==> src/verilog/flash_protect_pkg.sv <==
// Purpose: constants for the flash block-protection gate
// Assumes: 16-bit flash address space, 8-bit protect byte
// Notes: register offsets are AHB byte addresses within the block window
package flash_protect_pkg;
    // ahb register map
    localparam logic [7:0] ctrl_ofs = 8'h00;
    localparam logic [7:0] target_ofs = 8'h04;
    localparam logic [7:0] protect_byte_ofs = 8'h08;
    localparam logic [7:0] status_ofs = 8'h0c;
    localparam logic [7:0] flash_write_ofs = 8'h10;
    // control register fields
    localparam int program_select_pos = 0;
    localparam int erase_select_pos = 1;
    localparam int high_voltage_enable_pos = 3;
    localparam int block_size_low_pos = 4;
    localparam int block_size_high_pos = 5;
    localparam logic [7:0] ctrl_reset = 8'h00;
    // protect byte location and stored reset value (erased)
    localparam logic [15:0] protect_byte_addr = 16'hfff0;
    localparam logic [7:0] protect_erased = 8'h00;
    localparam logic [7:0] protect_reset = 8'h00;
    // address ranges
    localparam logic [15:0] array_start = 16'h7800;
    localparam logic [15:0] array_end = 16'h7fef;
    localparam logic [15:0] vector_start = 16'hfff0;
    localparam logic [15:0] vector_end = 16'hffff;
    localparam logic [15:0] bit3_start = 16'h7a00;
    localparam logic [15:0] bit2_start = 16'h7900;
    localparam logic [15:0] bit1_start = 16'h7880;
    localparam logic [15:0] bit0_start = 16'h7800;
    // erase block masks: full, half, eight rows, one row
    localparam logic [15:0] mask_full = 16'hf800;
    localparam logic [15:0] mask_half = 16'hfc00;
    localparam logic [15:0] mask_rows = 16'hffc0;
    localparam logic [15:0] mask_row = 16'hfff8;
endpackage : flash_protect_pkg

==> src/verilog/protect_range_check.sv <==
// Purpose: decide whether an address span touches a protected block
// Assumes: span given as first and last address, inclusive
// Notes: pure combinational
`timescale 1ns/100ps
module protect_range_check (
    input wire logic [7:0] protect_value,
    input wire logic [15:0] span_first,
    input wire logic [15:0] span_last,
    output logic hit
);
    logic [15:0] low_start;
    logic any_set;

    always_comb begin
        // lowest set bit's start bounds the union of locked ranges
        any_set = (protect_value[3:0] != 4'h0);
        low_start = flash_protect_pkg::bit3_start;
        if (protect_value[2]) begin
            low_start = flash_protect_pkg::bit2_start;
        end
        if (protect_value[1]) begin
            low_start = flash_protect_pkg::bit1_start;
        end
        if (protect_value[0]) begin
            low_start = flash_protect_pkg::bit0_start;
        end
        hit = any_set && (
            ((span_first <= flash_protect_pkg::array_end) && (span_last >= low_start)) ||
            (span_last >= flash_protect_pkg::vector_start));
    end
endmodule : protect_range_check

==> src/verilog/erase_span.sv <==
// Purpose: turn a latched target address into the span an operation touches
// Assumes: block size bits as in the control register
// Notes: program always touches a single byte
`timescale 1ns/100ps
module erase_span (
    input wire logic [15:0] target,
    input wire logic erase_mode,
    input wire logic [1:0] block_size,
    output logic [15:0] span_first,
    output logic [15:0] span_last
);
    logic [15:0] mask;

    always_comb begin
        case (block_size)
            2'b00: mask = flash_protect_pkg::mask_full;
            2'b01: mask = flash_protect_pkg::mask_half;
            2'b10: mask = flash_protect_pkg::mask_rows;
            default: mask = flash_protect_pkg::mask_row;
        endcase
        if (erase_mode) begin
            span_first = target & mask;
            span_last = (target & mask) | ~mask;
        end else begin
            span_first = target;
            span_last = target;
        end
    end
endmodule : erase_span

==> src/verilog/flash_block_protect_gate.sv <==
// Purpose: block-protection gate for the on-chip flash control register
// Assumes: AHB-Lite slave, single word transfers, zero wait states
// Notes: protect byte contents come from the flash array as an input
//
// The AHB-Lite register port and the address map were left to the implementer.
`timescale 1ns/100ps
module flash_block_protect_gate (
    input wire logic hclk,
    input wire logic hresetn,
    input wire logic hsel,
    input wire logic [31:0] haddr,
    input wire logic [1:0] htrans,
    input wire logic hwrite,
    input wire logic [2:0] hsize,
    input wire logic [31:0] hwdata,
    input wire logic hready,
    output logic [31:0] hrdata,
    output logic hreadyout,
    output logic hresp,
    input wire logic [7:0] flash_block_protect_byte,
    input wire logic elevated_pin_voltage,
    output logic high_voltage_enable,
    output logic program_select,
    output logic erase_select,
    output logic [15:0] target_addr,
    output logic protect_blocked
);
    ////////////////////////////////////////////////////////////////////////
    // bus address phase capture
    logic wr_pend_q;
    logic rd_pend_q;
    logic [7:0] addr_q;
    logic access;

    assign access = hsel && hready && htrans[1];

    always_ff @(posedge hclk or negedge hresetn) begin
        if (!hresetn) begin
            wr_pend_q <= 1'b0;
            rd_pend_q <= 1'b0;
            addr_q <= 8'h00;
        end else begin
            wr_pend_q <= access && hwrite;
            rd_pend_q <= access && !hwrite;
            if (access) begin
                addr_q <= haddr[7:0];
            end
        end
    end

    assign hreadyout = 1'b1;
    assign hresp = 1'b0;

    function automatic logic hits(input logic [7:0] a, input logic [7:0] ofs);
        hits = (a[7:2] == ofs[7:2]);
    endfunction : hits

    logic wr_ctrl;
    logic wr_flash;
    logic rd_protect;
    assign wr_ctrl = wr_pend_q && hits(addr_q, flash_protect_pkg::ctrl_ofs);
    assign wr_flash = wr_pend_q && hits(addr_q, flash_protect_pkg::flash_write_ofs);
    assign rd_protect = rd_pend_q && hits(addr_q, flash_protect_pkg::protect_byte_ofs);

    ////////////////////////////////////////////////////////////////////////
    // protect latch: captured whenever the protect byte is read
    logic [7:0] protect_latch_q;
    logic latch_valid_q;

    always_ff @(posedge hclk or negedge hresetn) begin
        if (!hresetn) begin
            protect_latch_q <= flash_protect_pkg::protect_reset;
            latch_valid_q <= 1'b0;
        end else if (rd_protect) begin
            protect_latch_q <= flash_block_protect_byte;
            latch_valid_q <= 1'b1;
        end else if (wr_ctrl && !hwdata[flash_protect_pkg::program_select_pos]
                     && !hwdata[flash_protect_pkg::erase_select_pos]) begin
            // a fresh selection needs a fresh protect read
            latch_valid_q <= 1'b0;
        end
    end

    ////////////////////////////////////////////////////////////////////////
    // target address latched by the program or erase write
    logic [15:0] target_q;
    logic target_valid_q;

    always_ff @(posedge hclk or negedge hresetn) begin
        if (!hresetn) begin
            target_q <= 16'h0000;
            target_valid_q <= 1'b0;
        end else if (wr_flash && (program_select || erase_select)) begin
            target_q <= hwdata[15:0];
            target_valid_q <= 1'b1;
        end else if (!program_select && !erase_select) begin
            target_valid_q <= 1'b0;
        end
    end

    ////////////////////////////////////////////////////////////////////////
    // protection comparison
    logic [15:0] span_first;
    logic [15:0] span_last;
    logic hit;
    logic [1:0] block_size_q;

    erase_span u_span (
        .target(target_q),
        .erase_mode(erase_select),
        .block_size(block_size_q),
        .span_first(span_first),
        .span_last(span_last)
    );

    protect_range_check u_check (
        .protect_value(protect_latch_q),
        .span_first(span_first),
        .span_last(span_last),
        .hit(hit)
    );

    // the protect byte itself stays locked even when every protect bit is erased
    logic covers_pb;
    assign covers_pb = (span_first <= flash_protect_pkg::protect_byte_addr) &&
                       (span_last >= flash_protect_pkg::protect_byte_addr);

    logic blocked;
    assign blocked = target_valid_q && latch_valid_q && (hit || covers_pb) &&
                     !elevated_pin_voltage;

    ////////////////////////////////////////////////////////////////////////
    // control register
    logic pgm_q;
    logic ers_q;
    logic hv_q;
    logic blocked_q;
    logic want_pgm;
    logic want_ers;
    logic want_hv;

    assign want_pgm = hwdata[flash_protect_pkg::program_select_pos];
    assign want_ers = hwdata[flash_protect_pkg::erase_select_pos];
    assign want_hv = hwdata[flash_protect_pkg::high_voltage_enable_pos];

    always_ff @(posedge hclk or negedge hresetn) begin
        if (!hresetn) begin
            pgm_q <= 1'b0;
            ers_q <= 1'b0;
        end else if (blocked) begin
            pgm_q <= 1'b0;
            ers_q <= 1'b0;
        end else if (wr_ctrl) begin
            // program and erase select are interlocked
            pgm_q <= want_pgm && !want_ers;
            ers_q <= want_ers && !want_pgm;
        end
    end

    always_ff @(posedge hclk or negedge hresetn) begin
        if (!hresetn) begin
            block_size_q <= 2'b00;
        end else if (wr_ctrl) begin
            block_size_q <= {hwdata[flash_protect_pkg::block_size_high_pos],
                             hwdata[flash_protect_pkg::block_size_low_pos]};
        end
    end

    always_ff @(posedge hclk or negedge hresetn) begin
        if (!hresetn) begin
            hv_q <= 1'b0;
        end else if (blocked) begin
            hv_q <= 1'b0;
        end else if (wr_ctrl) begin
            // the same write must keep the selection that was armed
            hv_q <= want_hv && latch_valid_q && target_valid_q &&
                    ((pgm_q && want_pgm && !want_ers) || (ers_q && want_ers && !want_pgm));
        end
    end

    always_ff @(posedge hclk or negedge hresetn) begin
        if (!hresetn) begin
            blocked_q <= 1'b0;
        end else if (blocked) begin
            blocked_q <= 1'b1;
        end else if (wr_ctrl) begin
            blocked_q <= 1'b0;
        end
    end

    assign program_select = pgm_q;
    assign erase_select = ers_q;
    assign high_voltage_enable = hv_q;
    assign target_addr = target_q;
    assign protect_blocked = blocked_q;

    ////////////////////////////////////////////////////////////////////////
    // read data
    logic [31:0] rdata_d;
    logic [31:0] rdata_q;

    always_comb begin
        rdata_d = 32'h0000_0000;
        if (access && !hwrite) begin
            case (haddr[7:2])
                flash_protect_pkg::ctrl_ofs[7:2]: begin
                    rdata_d[flash_protect_pkg::program_select_pos] = pgm_q;
                    rdata_d[flash_protect_pkg::erase_select_pos] = ers_q;
                    rdata_d[flash_protect_pkg::high_voltage_enable_pos] = hv_q;
                    rdata_d[flash_protect_pkg::block_size_low_pos] = block_size_q[0];
                    rdata_d[flash_protect_pkg::block_size_high_pos] = block_size_q[1];
                end
                flash_protect_pkg::target_ofs[7:2]: rdata_d[15:0] = target_q;
                flash_protect_pkg::protect_byte_ofs[7:2]: begin
                    rdata_d[7:0] = flash_block_protect_byte;
                end
                flash_protect_pkg::status_ofs[7:2]: begin
                    rdata_d[7:0] = protect_latch_q;
                    rdata_d[8] = latch_valid_q;
                    rdata_d[9] = target_valid_q;
                    rdata_d[10] = blocked_q;
                    rdata_d[11] = elevated_pin_voltage;
                end
                default: rdata_d = 32'h0000_0000;
            endcase
        end
    end

    always_ff @(posedge hclk or negedge hresetn) begin
        if (!hresetn) begin
            rdata_q <= 32'h0000_0000;
        end else begin
            rdata_q <= rdata_d;
        end
    end

    assign hrdata = rdata_q;
endmodule : flash_block_protect_gate

==> config.mk <==
export PLATFORM = sky130hd
export DESIGN_NAME = flash_block_protect_gate
export DESIGN_NICKNAME = d
export VERILOG_FILES = /design/src/verilog/flash_protect_pkg.sv /design/src/verilog/protect_range_check.sv /design/src/verilog/erase_span.sv /design/src/verilog/flash_block_protect_gate.sv
export SDC_FILE = /design/constraint.sdc
export NUM_CORES = 1
export LEC_CHECK = 0
export ABC_CLOCK_PERIOD_IN_PS = 6900
export BUFFER_PORTS_ARGS = -buffer_cell sky130_fd_sc_hd__buf_2
export CORE_MARGIN = 4
export CORE_UTILIZATION = 49
export DETAILED_ROUTE_END_ITERATION = 8
export HOLD_SLACK_MARGIN = 0.03
export PLACE_DENSITY = 0.85
export SLEW_MARGIN = 20
export SYNTH_ARGS = -nofsm -noshare
export SYNTH_HDL_FRONTEND = slang
export SYNTH_SLANG_ARGS = --single-unit
==> constraint.sdc <==
create_clock -name hclk -period 6.9 [get_ports hclk]
set_input_delay 1.725 -clock hclk [delete_from_list [all_inputs] [get_ports hclk]]
set_output_delay 1.725 -clock hclk [all_outputs]
set_load 0.02 [all_outputs]
==> results.ini, run 1 <==
[run_status]
outcome=finished clean

[floorplan]
fp.coreArea_um2=5200
die-area_um2=6720
die_width_um=82.0
rows=26
boundaryPins=137
start_util=0.515
die_height_um=82.0

[global_routing]
antenna_found_initial=0
grt_pass1_vias=1913
grt_pass1_wl_mm=9.04
grt_max_degree=57
overflow=0
gr-usage-all-layers=0.180

[synth]
avgSynthCellArea_um2=12.4
synth_area_um2=2680
synth_seq_area_share=0.523
async_reset_ff_frac=1.00
ys_ff_latch=56
synth-edff-count=0
synth.distinct_cells=42
ys_warn_count=0
postSynthCellCount=217
ys.flop_type=dfrtp_1

[power]
leakage_nw=1.60
ir_drop_mv=0.101
p_switching_uw=191
power.density_nw_per_um2=218
power.internal_uw=494
p_comb_frac=0.180
pwr-share-seq=0.556
pwr-share-clk=0.264
p_sw_frac=0.279

[placed_design]
dp_hpwl_mm=4.42
portBuffers=72
dpl_cell_area_um2=3040
gp_congestion=0.861

[worst_setup_path]
ff2ff_path_depth=7
cp-end-kind=flop
crit_fanout=9
worstPathArrival_ps=3460
start_kind=input port
worstPathRequired_ps=7150
path_class=input port to flop

[route]
routed_wl_mm=5.67
drc=0
vias=1888
final_antenna_net_count=0
first_pass_iters=4
viasPerCell=5.26
wire_per_inst_um=15.8
drt_iter0_markers=125

[sta]
setup_viol=0
fin_crit_sh=0.465
timing.final.max_slew_violations=0
tightest_slew_ps=838
finalClockSkew_ps=9.66
fin_crit_ps=3210
relSlewSlack=0.440
hold_viol=0
fmaxAchievable_mhz=312
rsz0062_at_grt=false
setup_tns_ps=0
hold_ws_ps=511

[clock_tree]
numCtsBuffers=5
clockBufferDepth=2
root_buffer=clkbuf_8
clk_pin_slew_worst_paths_ps=90
clock_latency_ps=300
ctsHtreeMaxLevel=2
cts_resized=0
post_cts_buffers=0
tritoncts=built
holdBufCountCts=0
cts.sinks=56

[run]
cap_viol_max_count=0

[layout]
design.final.nets=374
final_core_util=0.602
layout-drive-gt1-share=0.422
design_area_um2=3140
n_antenna_cell=0
nFillCells=453
area_growth_pct=16.9

[hold_path]
hold_path.class=flop to flop
min_delay_path_depth=1

==> worst max-delay path, stage by stage <==
cell    delay (ps)
buf_2          100
or4_1          510
or3_1          480
or2_1          370
nor2_2         140
and2_1         130
==> cells by family after synthesis <==
logic type | synth area share
fa+ha+maj | 0.0140
compound gates | 0.0546
other cells | 0.00280
mux | 0.203
buf+inv | 0.0681
simple gates | 0.135
flops | 0.523
==> power by group through the flow <==
| stage | Combinational [mW] | Sequential [mW] | Clock (mW) |
|---|---|---|---|
| 2_1_floorplan | 0.0831 | 0.388 | 0 |
| 3_3_place_gp | 0.118 | 0.385 | 0 |
| 3_5_place_dp | 0.122 | 0.387 | 0 |
| 4_1_cts | 0.124 | 0.380 | 0.184 |
| 5_1_grt | 0.137 | 0.384 | 0.199 |
| 6_report | 0.123 | 0.381 | 0.181 |
==> final cells by class <==
class                   instances  area (um2)  share of cell area
flip-flops and latches         56        1400               0.447
multi-input cells             148        1160               0.370
repair buffers                 74         383               0.122
well taps                      70        87.6              0.0279
clock buffers                   7        86.3              0.0275
inverters                       3        11.3             0.00359
clock inverters                 1        7.51             0.00239
==> placed cells by master, fill, tap and decap left out, types with 2 or more instances in the layout <==
cell      synthesis  final
a22oi_1           4      4
a31oi_1           2      2
and2_1            3      3
buf_2             5     72
clkbuf_8          0      6
conb_1            2     18
dfrtp_1          56     56
ha_1              3      3
inv_1             3      3
mux2_2           33     33
mux2i_1           6      6
mux4_2            5      5
nand2_1           7      7
nand2b_1          4      4
nand3_1           3      3
nand4_1           3      3
nor2_1           17     17
nor2b_1          11     11
nor3_1            2      2
o21ai_0           4      4
or3_1             3      3
==> final timing paths <==
kind,from,endpoint,slack (ps)
max,haddr[5],hrdata[13],3690
min,protect_latch_q[7],protect_latch_q[7],510
max reg2reg,erase_select,high_voltage_enable,4190
min reg2reg,protect_latch_q[7],protect_latch_q[7],510
max in group asynchronous,hresetn,target_addr[2],4930
min in group asynchronous,hresetn,protect_latch_q[3],1530
==> state kept, by name, indices dropped and copies added, names as in the netlist <==
signal               flops
rd_pend_q                1
protect_latch_q          8
target_addr             16
protect_blocked          1
latch_valid_q            1
erase_select             1
addr_q                   6
hrdata                  16
high_voltage_enable      1
wr_pend_q                1
target_valid_q           1
program_select           1
block_size_q             2
==> metrics by stage <==
step                setup WS (ps)  std cells  power, mW
floorplan                    3620        233      0.471
global placement             3390        350      0.503
detailed placement           3370        351      0.509
CTS                          3680        359      0.688
global route                 3600        359      0.720
finish                       3690        359      0.685
==> synth_stat cells, drive strengths merged, types with 2 or more instances <==
cell type,count,area [um2]
dfrtp,56,1400
mux2,33,372
buf,23,160
nor2,18,70.1
nor2b,11,68.8
nand2,7,26.3
mux2i,6,60.1
mux4,5,113
a22oi,4,30.0
nand2b,4,25.0
o21ai,4,20.0
and2,3,18.8
clkbuf,3,11.3
ha,3,37.5
inv,3,11.3
nand3,3,15.0
nand4,3,18.8
nor3,3,20.0
or3,3,18.8
a31oi,2,12.5
conb,2,7.51
nor4b,2,32.5
==> per-layer routing <==
layer	up-vias	share of wire	GRT usage
li1	878	-	-
met1	942	0.40	0.228
met2	60	0.52	0.305
met3	8	0.067	0.0406
met4	0	0.012	0.0615
met5	-	0	0
Power figures use the tool's default switching activity.
==> inputs of run 2 (changes only) <==
ABC_AREA = 1   (was default)
ABC_CLOCK_PERIOD_IN_PS = 3000   (was 6900)
CORE_UTILIZATION = 46   (was 49)
PLACE_DENSITY = 0.8   (was 0.85)
clock period = 3 ns   (was 6.9 ns; I/O delays follow)
==> run 2 against run 1 <==
  * Register-to-register slack got worse by 3100 ps
  * Final cell count increased by 31%
  * Worst setup slack got worse by 2600 ps
  * Flip-flop and latch count unchanged
  * Sequential share of layout area decreased by 1.5 points
  * Design area increased by 3.6%
  * Critical path depth increased by 7
  * Non-clock buffer count unchanged
  * Power increased to 2.8 times the previous value
  * Wire length increased by 14%
  * Via count increased by 23%
==> results.ini, run 2 <==
[synth]
async_reset_ff_frac=1.00  ; unchanged
synth.largest_area_cell=dfrtp_1
synth_area_um2=2780  ; +3.5%
synthTopCellsByCount=64 x nand2_1, 56 x dfrtp_1, 40 x inv_1, 37 x nor2_1, 20 x a21oi_1
synth.distinct_cells=29  ; -31%
postSynthCellCount=321  ; +48%
synth-edff-count=0  ; unchanged
ys.flop_type=dfrtp_1
synthMostInstantiatedCell=nand2_1
synth_top_area_share=0.505  ; -0.0179
ys_warn_count=0  ; unchanged
avgSynthCellArea_um2=8.65  ; -30%
synth_area_leaders=dfrtp_1 50%, nand2_1 8.7%, inv_1 5.4%, buf_4 5.1%, nor2_1 5.0%
ys_ff_latch=56  ; unchanged
synth_seq_area_share=0.505  ; -0.0179

[route]
final_antenna_net_count=0  ; unchanged
drc=0  ; unchanged
first_pass_iters=4  ; unchanged
vias=2320  ; +23%
routed_wl_mm=6.49  ; +14%
drt_iter0_markers=151  ; +21%
wire_per_inst_um=13.8  ; -13%
viasPerCell=4.94  ; -6.1%

[worst_setup_path]
crit_fanout=8  ; -1
worstPathRequired_ps=3190  ; -3960 ps
worstPathArrival_ps=2120  ; -1340 ps
path_class=flop to flop
start_kind=flop
cp-end-kind=flop

[layout]
final_core_util=0.552  ; -0.0507
area_growth_pct=16.9  ; about the same
design.final.nets=480  ; +28%
ff_latch_area_um2=1400  ; unchanged
n_antenna_cell=0  ; unchanged
multiInputGateArea_um2=1110  ; -3.8%
final_common_cell=buf_2
layout-drive-gt1-share=0.266  ; -0.156
nFillCells=551  ; +22%
final_cell_mix=72 x buf_2, 64 x nand2_1, 56 x dfrtp_1, 40 x inv_1, 37 x nor2_1

[run_status]
outcome=finished clean

[run]
cap_viol_max_count=0  ; unchanged

[placed_design]
portBuffers=72  ; unchanged
gp_congestion=0.928  ; +7.8%
dp_hpwl_mm=4.95  ; +12%

[sta]
fmaxAchievable_mhz=520
setup_tns_ps=0  ; unchanged
timing.final.max_slew_violations=0  ; unchanged
hold_viol=0  ; unchanged
setup_viol=0  ; unchanged
fin_crit_sh=0.641
relSlewSlack=0.487  ; +0.0468
finalClockSkew_ps=10.1  ; +0.464 ps
tightest_slew_ps=766  ; -72.3 ps
rsz0062_at_grt=false
fin_crit_ps=1920

[floorplan]
rows=28  ; +7.7%
start_util=0.472  ; -0.0434
die-area_um2=7340  ; +9.3%
boundaryPins=137  ; unchanged
die_width_um=85.7  ; +4.5%
die_height_um=85.7  ; +4.5%
fp.coreArea_um2=5890  ; +13%

[global_routing]
gr-usage-all-layers=0.184  ; +0.00358
antenna_found_initial=0  ; unchanged
grt_pass1_wl_mm=10.7  ; +19%
grt_pass1_vias=2252  ; +18%
overflow=0  ; unchanged
grt_max_degree=57  ; unchanged

[clock_tree]
clk_pin_slew_worst_paths_ps=100  ; about the same
root_buffer=clkbuf_8
cts_resized=0  ; unchanged
tritoncts=built
clockBufferDepth=2  ; unchanged
post_cts_buffers=0  ; unchanged
cts.sinks=56  ; unchanged
holdBufCountCts=0  ; unchanged
clock_latency_ps=310  ; about the same
ctsHtreeMaxLevel=2  ; unchanged
numCtsBuffers=5  ; unchanged

[hold_path]
hold_path.class=flop to flop

[power]
power.density_nw_per_um2=593  ; +170%
leakage_nw=1.74  ; +8.5%
ir_drop_mv=0.300  ; +200%

## run 2: changes by cell type after synthesis, sizes merged, moves of 6 or more
cell   change
nor2b     -11
nand2     +59
mux2i      -6
mux2      -21
o21ai     +18
a21oi     +20
nor2      +20
inv       +38
## run 2: metal layers
layer	share of wire	up-vias	GRT usage
met4	0.016	0	0.0619
met2	0.49	82	0.302
met1	0.42	1085	0.246
met3	0.068	8	0.0336
li1	-	1145	-
met5	0	-	0
## run 2: cell families (layout without fill, tap and decap cells)
| group | after synthesis | in the layout | synth area share |
|---|---|---|---|
| AOI/OAI and AO/OA | 58 | 58 | 0.119 |
| adders and majority gates | 3 | 3 | 0.0135 |
| buffers and inverters | 65 | 123 | 0.115 |
| DFF | 56 | 56 | 0.505 |
| muxes | 12 | 12 | 0.0500 |
| other | 2 | 18 | 0.00270 |
| and+or+nand+nor | 125 | 125 | 0.195 |
## run 2: final timing paths
kind | from | end | slack, ps | depth (start not counted)
max in group asynchronous | hresetn | hrdata[10] | 1970 | 2
worst max-delay path | erase_select | high_voltage_enable | 1080 | 13
min in group asynchronous | hresetn | addr_q[4] | 560 | 2
worst max register to register | erase_select | high_voltage_enable | 1080 | 13
worst min-delay path | protect_latch_q[6] | protect_latch_q[6] | 500 | 2
worst min register to register | protect_latch_q[6] | protect_latch_q[6] | 500 | 2
## run 2: critical path: stages (launching register included)
cell and delay (ps):
dfrtp_1 490, nand2_1 190, inv_1 110, nor2_1 60
ha_1 280, nand2_1 50, nor2_1 100, nand3_1 80
nand2_1 60, nand2_1 40, nand2_1 70, nand2_1 50
nand2_1 140, a21oi_1 90
## run 2: through the flow
step | cells | power, mW | hold WS (ps) | setup WS [ps] | instance area [um2]
4_1_cts | 470 | 1.94 | 504 | 1100 | 3250
6_report | 470 | 1.92 | 500 | 1080 | 3250
2_1_floorplan | 337 | 1.28 | 453 | 1250 | 2840
5_1_grt | 470 | 2.04 | 527 | 890 | 3250
3_5_place_dp | 462 | 1.45 | 480 | 800 | 3140
3_3_place_gp | 462 | 1.43 | 473 | 832 | 3140
## run 2: where the power goes
part           internal, mW  total, mW  leakage (nW)  switching [mW]
clock network         0.248      0.486        0.0552           0.238
registers             0.856      0.971         0.678           0.114
logic                 0.169      0.468          1.00           0.300
total                  1.27       1.92          1.74           0.652
## run 2: layout make-up
| type | instances | area share |
|---|---|---|
| Clock inverter | 2 | 0.0108 |
| Multi-Input combinational cell | 216 | 0.343 |
| Sequential cell | 56 | 0.432 |
| Clock buffer | 6 | 0.0224 |
| Tap cell | 75 | 0.0289 |
| Timing Repair Buffer | 74 | 0.116 |
| Inverter | 41 | 0.0474 |
==> inputs of run 3 (changes only) <==
ABC_AREA = 0   (was 1)
ABC_CLOCK_PERIOD_IN_PS = 1650   (was 3000)
CORE_UTILIZATION = 41   (was 46)
PLACE_DENSITY = 0.76   (was 0.8)
clock period = 1.65 ns   (was 3 ns; I/O delays follow)
==> run 3 against run 2 <==
  * Flip-flop and latch count unchanged
  * Non-clock buffer count grew 36
  * Core utilization rose by 1.8 points
  * Design area is 11% higher
  * Count of clock-buffer cells in the layout up 1
  * Die area grew 7.6%
  * Wire length increased by 3.9%
  * Worst setup slack got worse by 1500 ps
  * First-iteration DRC count shrank 11%
  * Combinational power rose by 63%
  * Worst hold slack got worse by 410 ps
  * Critical path depth shrank 7
  * The flow now finishes with violations (setup timing)
  * Critical endpoint unchanged
==> results.ini, run 3 (same netlist as run 1, synthesis figures left out) <==
[hold_path]
hold_path.class=input port to async pin

[run_status]
violations=setup timing
outcome=finished, violations left

[sta]
setup_tns_ps=-4170  ; -4170 ps
hold_viol=0  ; unchanged
rsz0062_at_grt=true
fmaxAchievable_mhz=474  ; -8.9%
tightest_slew_ps=573  ; -193 ps
relSlewSlack=0.617  ; +0.130
fin_crit_sh=1.28  ; +0.639
fin_ws_ps=-462  ; -1540 ps
timing.final.max_slew_violations=0  ; unchanged
finalClockSkew_ps=5.86  ; -4.27 ps
setup_viol=20  ; +20
fin_crit_ps=2110  ; +189 ps

[worst_setup_path]
worstPathRequired_ps=1820  ; -1370 ps
cp-end-kind=flop
start_kind=flop
critical_path_buf_inv_count=0  ; -1
crit_fanout=4  ; -4
cpPeakStageDelay_ps=470  ; -20 ps
critPathTopFamily=simple AND/OR/NAND/NOR gates
worstPathArrival_ps=2280  ; +160 ps
slowest_stage=a2111oi_4
rrSetupSlack_ps=-460  ; -1540 ps
path_class=flop to flop
critical_path.cell_chain=or3_4 > ha_4 > and4b_1 > nand3_2 > a2111oi_4 > a32oi_1

[placed_design]
gp_congestion=0.859  ; -7.5%
portBuffers=72  ; unchanged
dp_hpwl_mm=5.04  ; +1.8%
pre_cts_ws_ps=-428  ; -1230 ps

[layout]
multiInputGateArea_um2=1330  ; +20%
nFillCells=543  ; -1.5%
final_common_cell=buf_2
area_growth_pct=35.0
ff_latch_area_um2=1400  ; about the same
layout-drive-gt1-share=0.540  ; +0.274
design.final.nets=410  ; -15%
n_antenna_cell=0  ; unchanged
final_cell_mix=71 x buf_2, 55 x dfrtp_1, 33 x buf_4, 18 x mux2_2, 18 x conb_1

[clock_tree]
ctsHtreeMaxLevel=2  ; unchanged
cts.sinks=56  ; unchanged
clock_latency_ps=300  ; about the same
clockBufferDepth=2  ; unchanged
clk_pin_slew_worst_paths_ps=100  ; about the same
numCtsBuffers=5  ; unchanged
holdBufCountCts=0  ; unchanged
tritoncts=built
root_buffer=clkbuf_8

[route]
first_pass_iters=4  ; unchanged
drc=0  ; unchanged
final_antenna_net_count=0  ; unchanged
wire_per_inst_um=16.8  ; +22%
viasPerCell=5.17  ; +4.8%
vias=2075  ; -11%
drt_iter0_markers=135  ; -11%
routed_wl_mm=6.74  ; +3.9%

[global_routing]
overflow=0  ; unchanged
grt_max_degree=57  ; unchanged
gr-usage-all-layers=0.175  ; -0.00881
grt_pass1_wl_mm=10.5  ; -1.9%
antenna_found_initial=0  ; unchanged
grt_pass1_vias=2141  ; -4.9%

[floorplan]
die_height_um=88.9  ; +3.7%
rows=29  ; +3.6%
fp.coreArea_um2=6350  ; +7.9%
start_util=0.422  ; -0.0495
die_width_um=88.9  ; +3.7%
die-area_um2=7900  ; +7.6%
boundaryPins=137  ; unchanged

[run]
cap_viol_max_count=0  ; unchanged

[power]
leakage_nw=1.85  ; +6.2%
power.density_nw_per_um2=861  ; +45%
ir_drop_mv=0.567  ; +89%

## run 3: area by class of cell
| cell class | instances | share of cell area |
|---|---|---|
| sequential | 56 | 0.388 |
| clock buffer | 7 | 0.0266 |
| multi-input combinational | 148 | 0.368 |
| tap | 77 | 0.0266 |
| timing repair buffer | 110 | 0.188 |
| inverter | 3 | 0.00311 |
## run 3: worst paths after layout
| path | from | to | cells after the start |
|---|---|---|---|
| worst min register to register | protect_latch_q[6] | protect_latch_q[6] | 1 |
| max in group asynchronous | hresetn | erase_select | 2 |
| min in group hclk | hwrite | rd_pend_q | 2 |
| worst max register to register | protect_latch_q[2] | high_voltage_enable | 6 |
| worst max-delay path | protect_latch_q[2] | high_voltage_enable | 6 |
| worst min-delay path | hresetn | hrdata[10] | 2 |
## run 3: repair_timing
| item | CTS | global route |
|---|---|---|
| setup endpoints to repair | 25 | 25 |
| resized for setup | 7 | 16 |
| cloned | 0 | 1 |
| setup buffers | 2 | 2 |
| pin swaps | 3 | 8 |
## run 3: layer usage
layer | vias to the layer above | wire length, um | GRT usage
met5 | - | 0 | 0
met1 | 1038 | 2780 | 0.229
li1 | 951 | - | -
met3 | 10 | 484 | 0.0391
met4 | 0 | 98 | 0.0481
met2 | 76 | 3370 | 0.294
## run 3: stage by stage
| step | cell area [um2] | total power, mW | cells | utilization | hold slack, ps |
|---|---|---|---|---|---|
| CTS | 3530 | 3.12 | 399 | 0.556 | 105 |
| global placement | 3400 | 2.29 | 390 | 0.535 | 434 |
| global route | 3620 | 3.27 | 401 | 0.570 | 116 |
| finish | 3620 | 3.12 | 401 | 0.570 | 86.8 |
| floorplan | 2870 | 2.04 | 233 | - | 117 |
| detailed placement | 3400 | 2.31 | 390 | 0.535 | 438 |
## run 3: power by group
group	internal (mW)	switching, mW	total [mW]
sequential	1.48	0.0761	1.55
combinational	0.384	0.377	0.761
clock	0.375	0.426	0.801
total	2.24	0.879	3.12
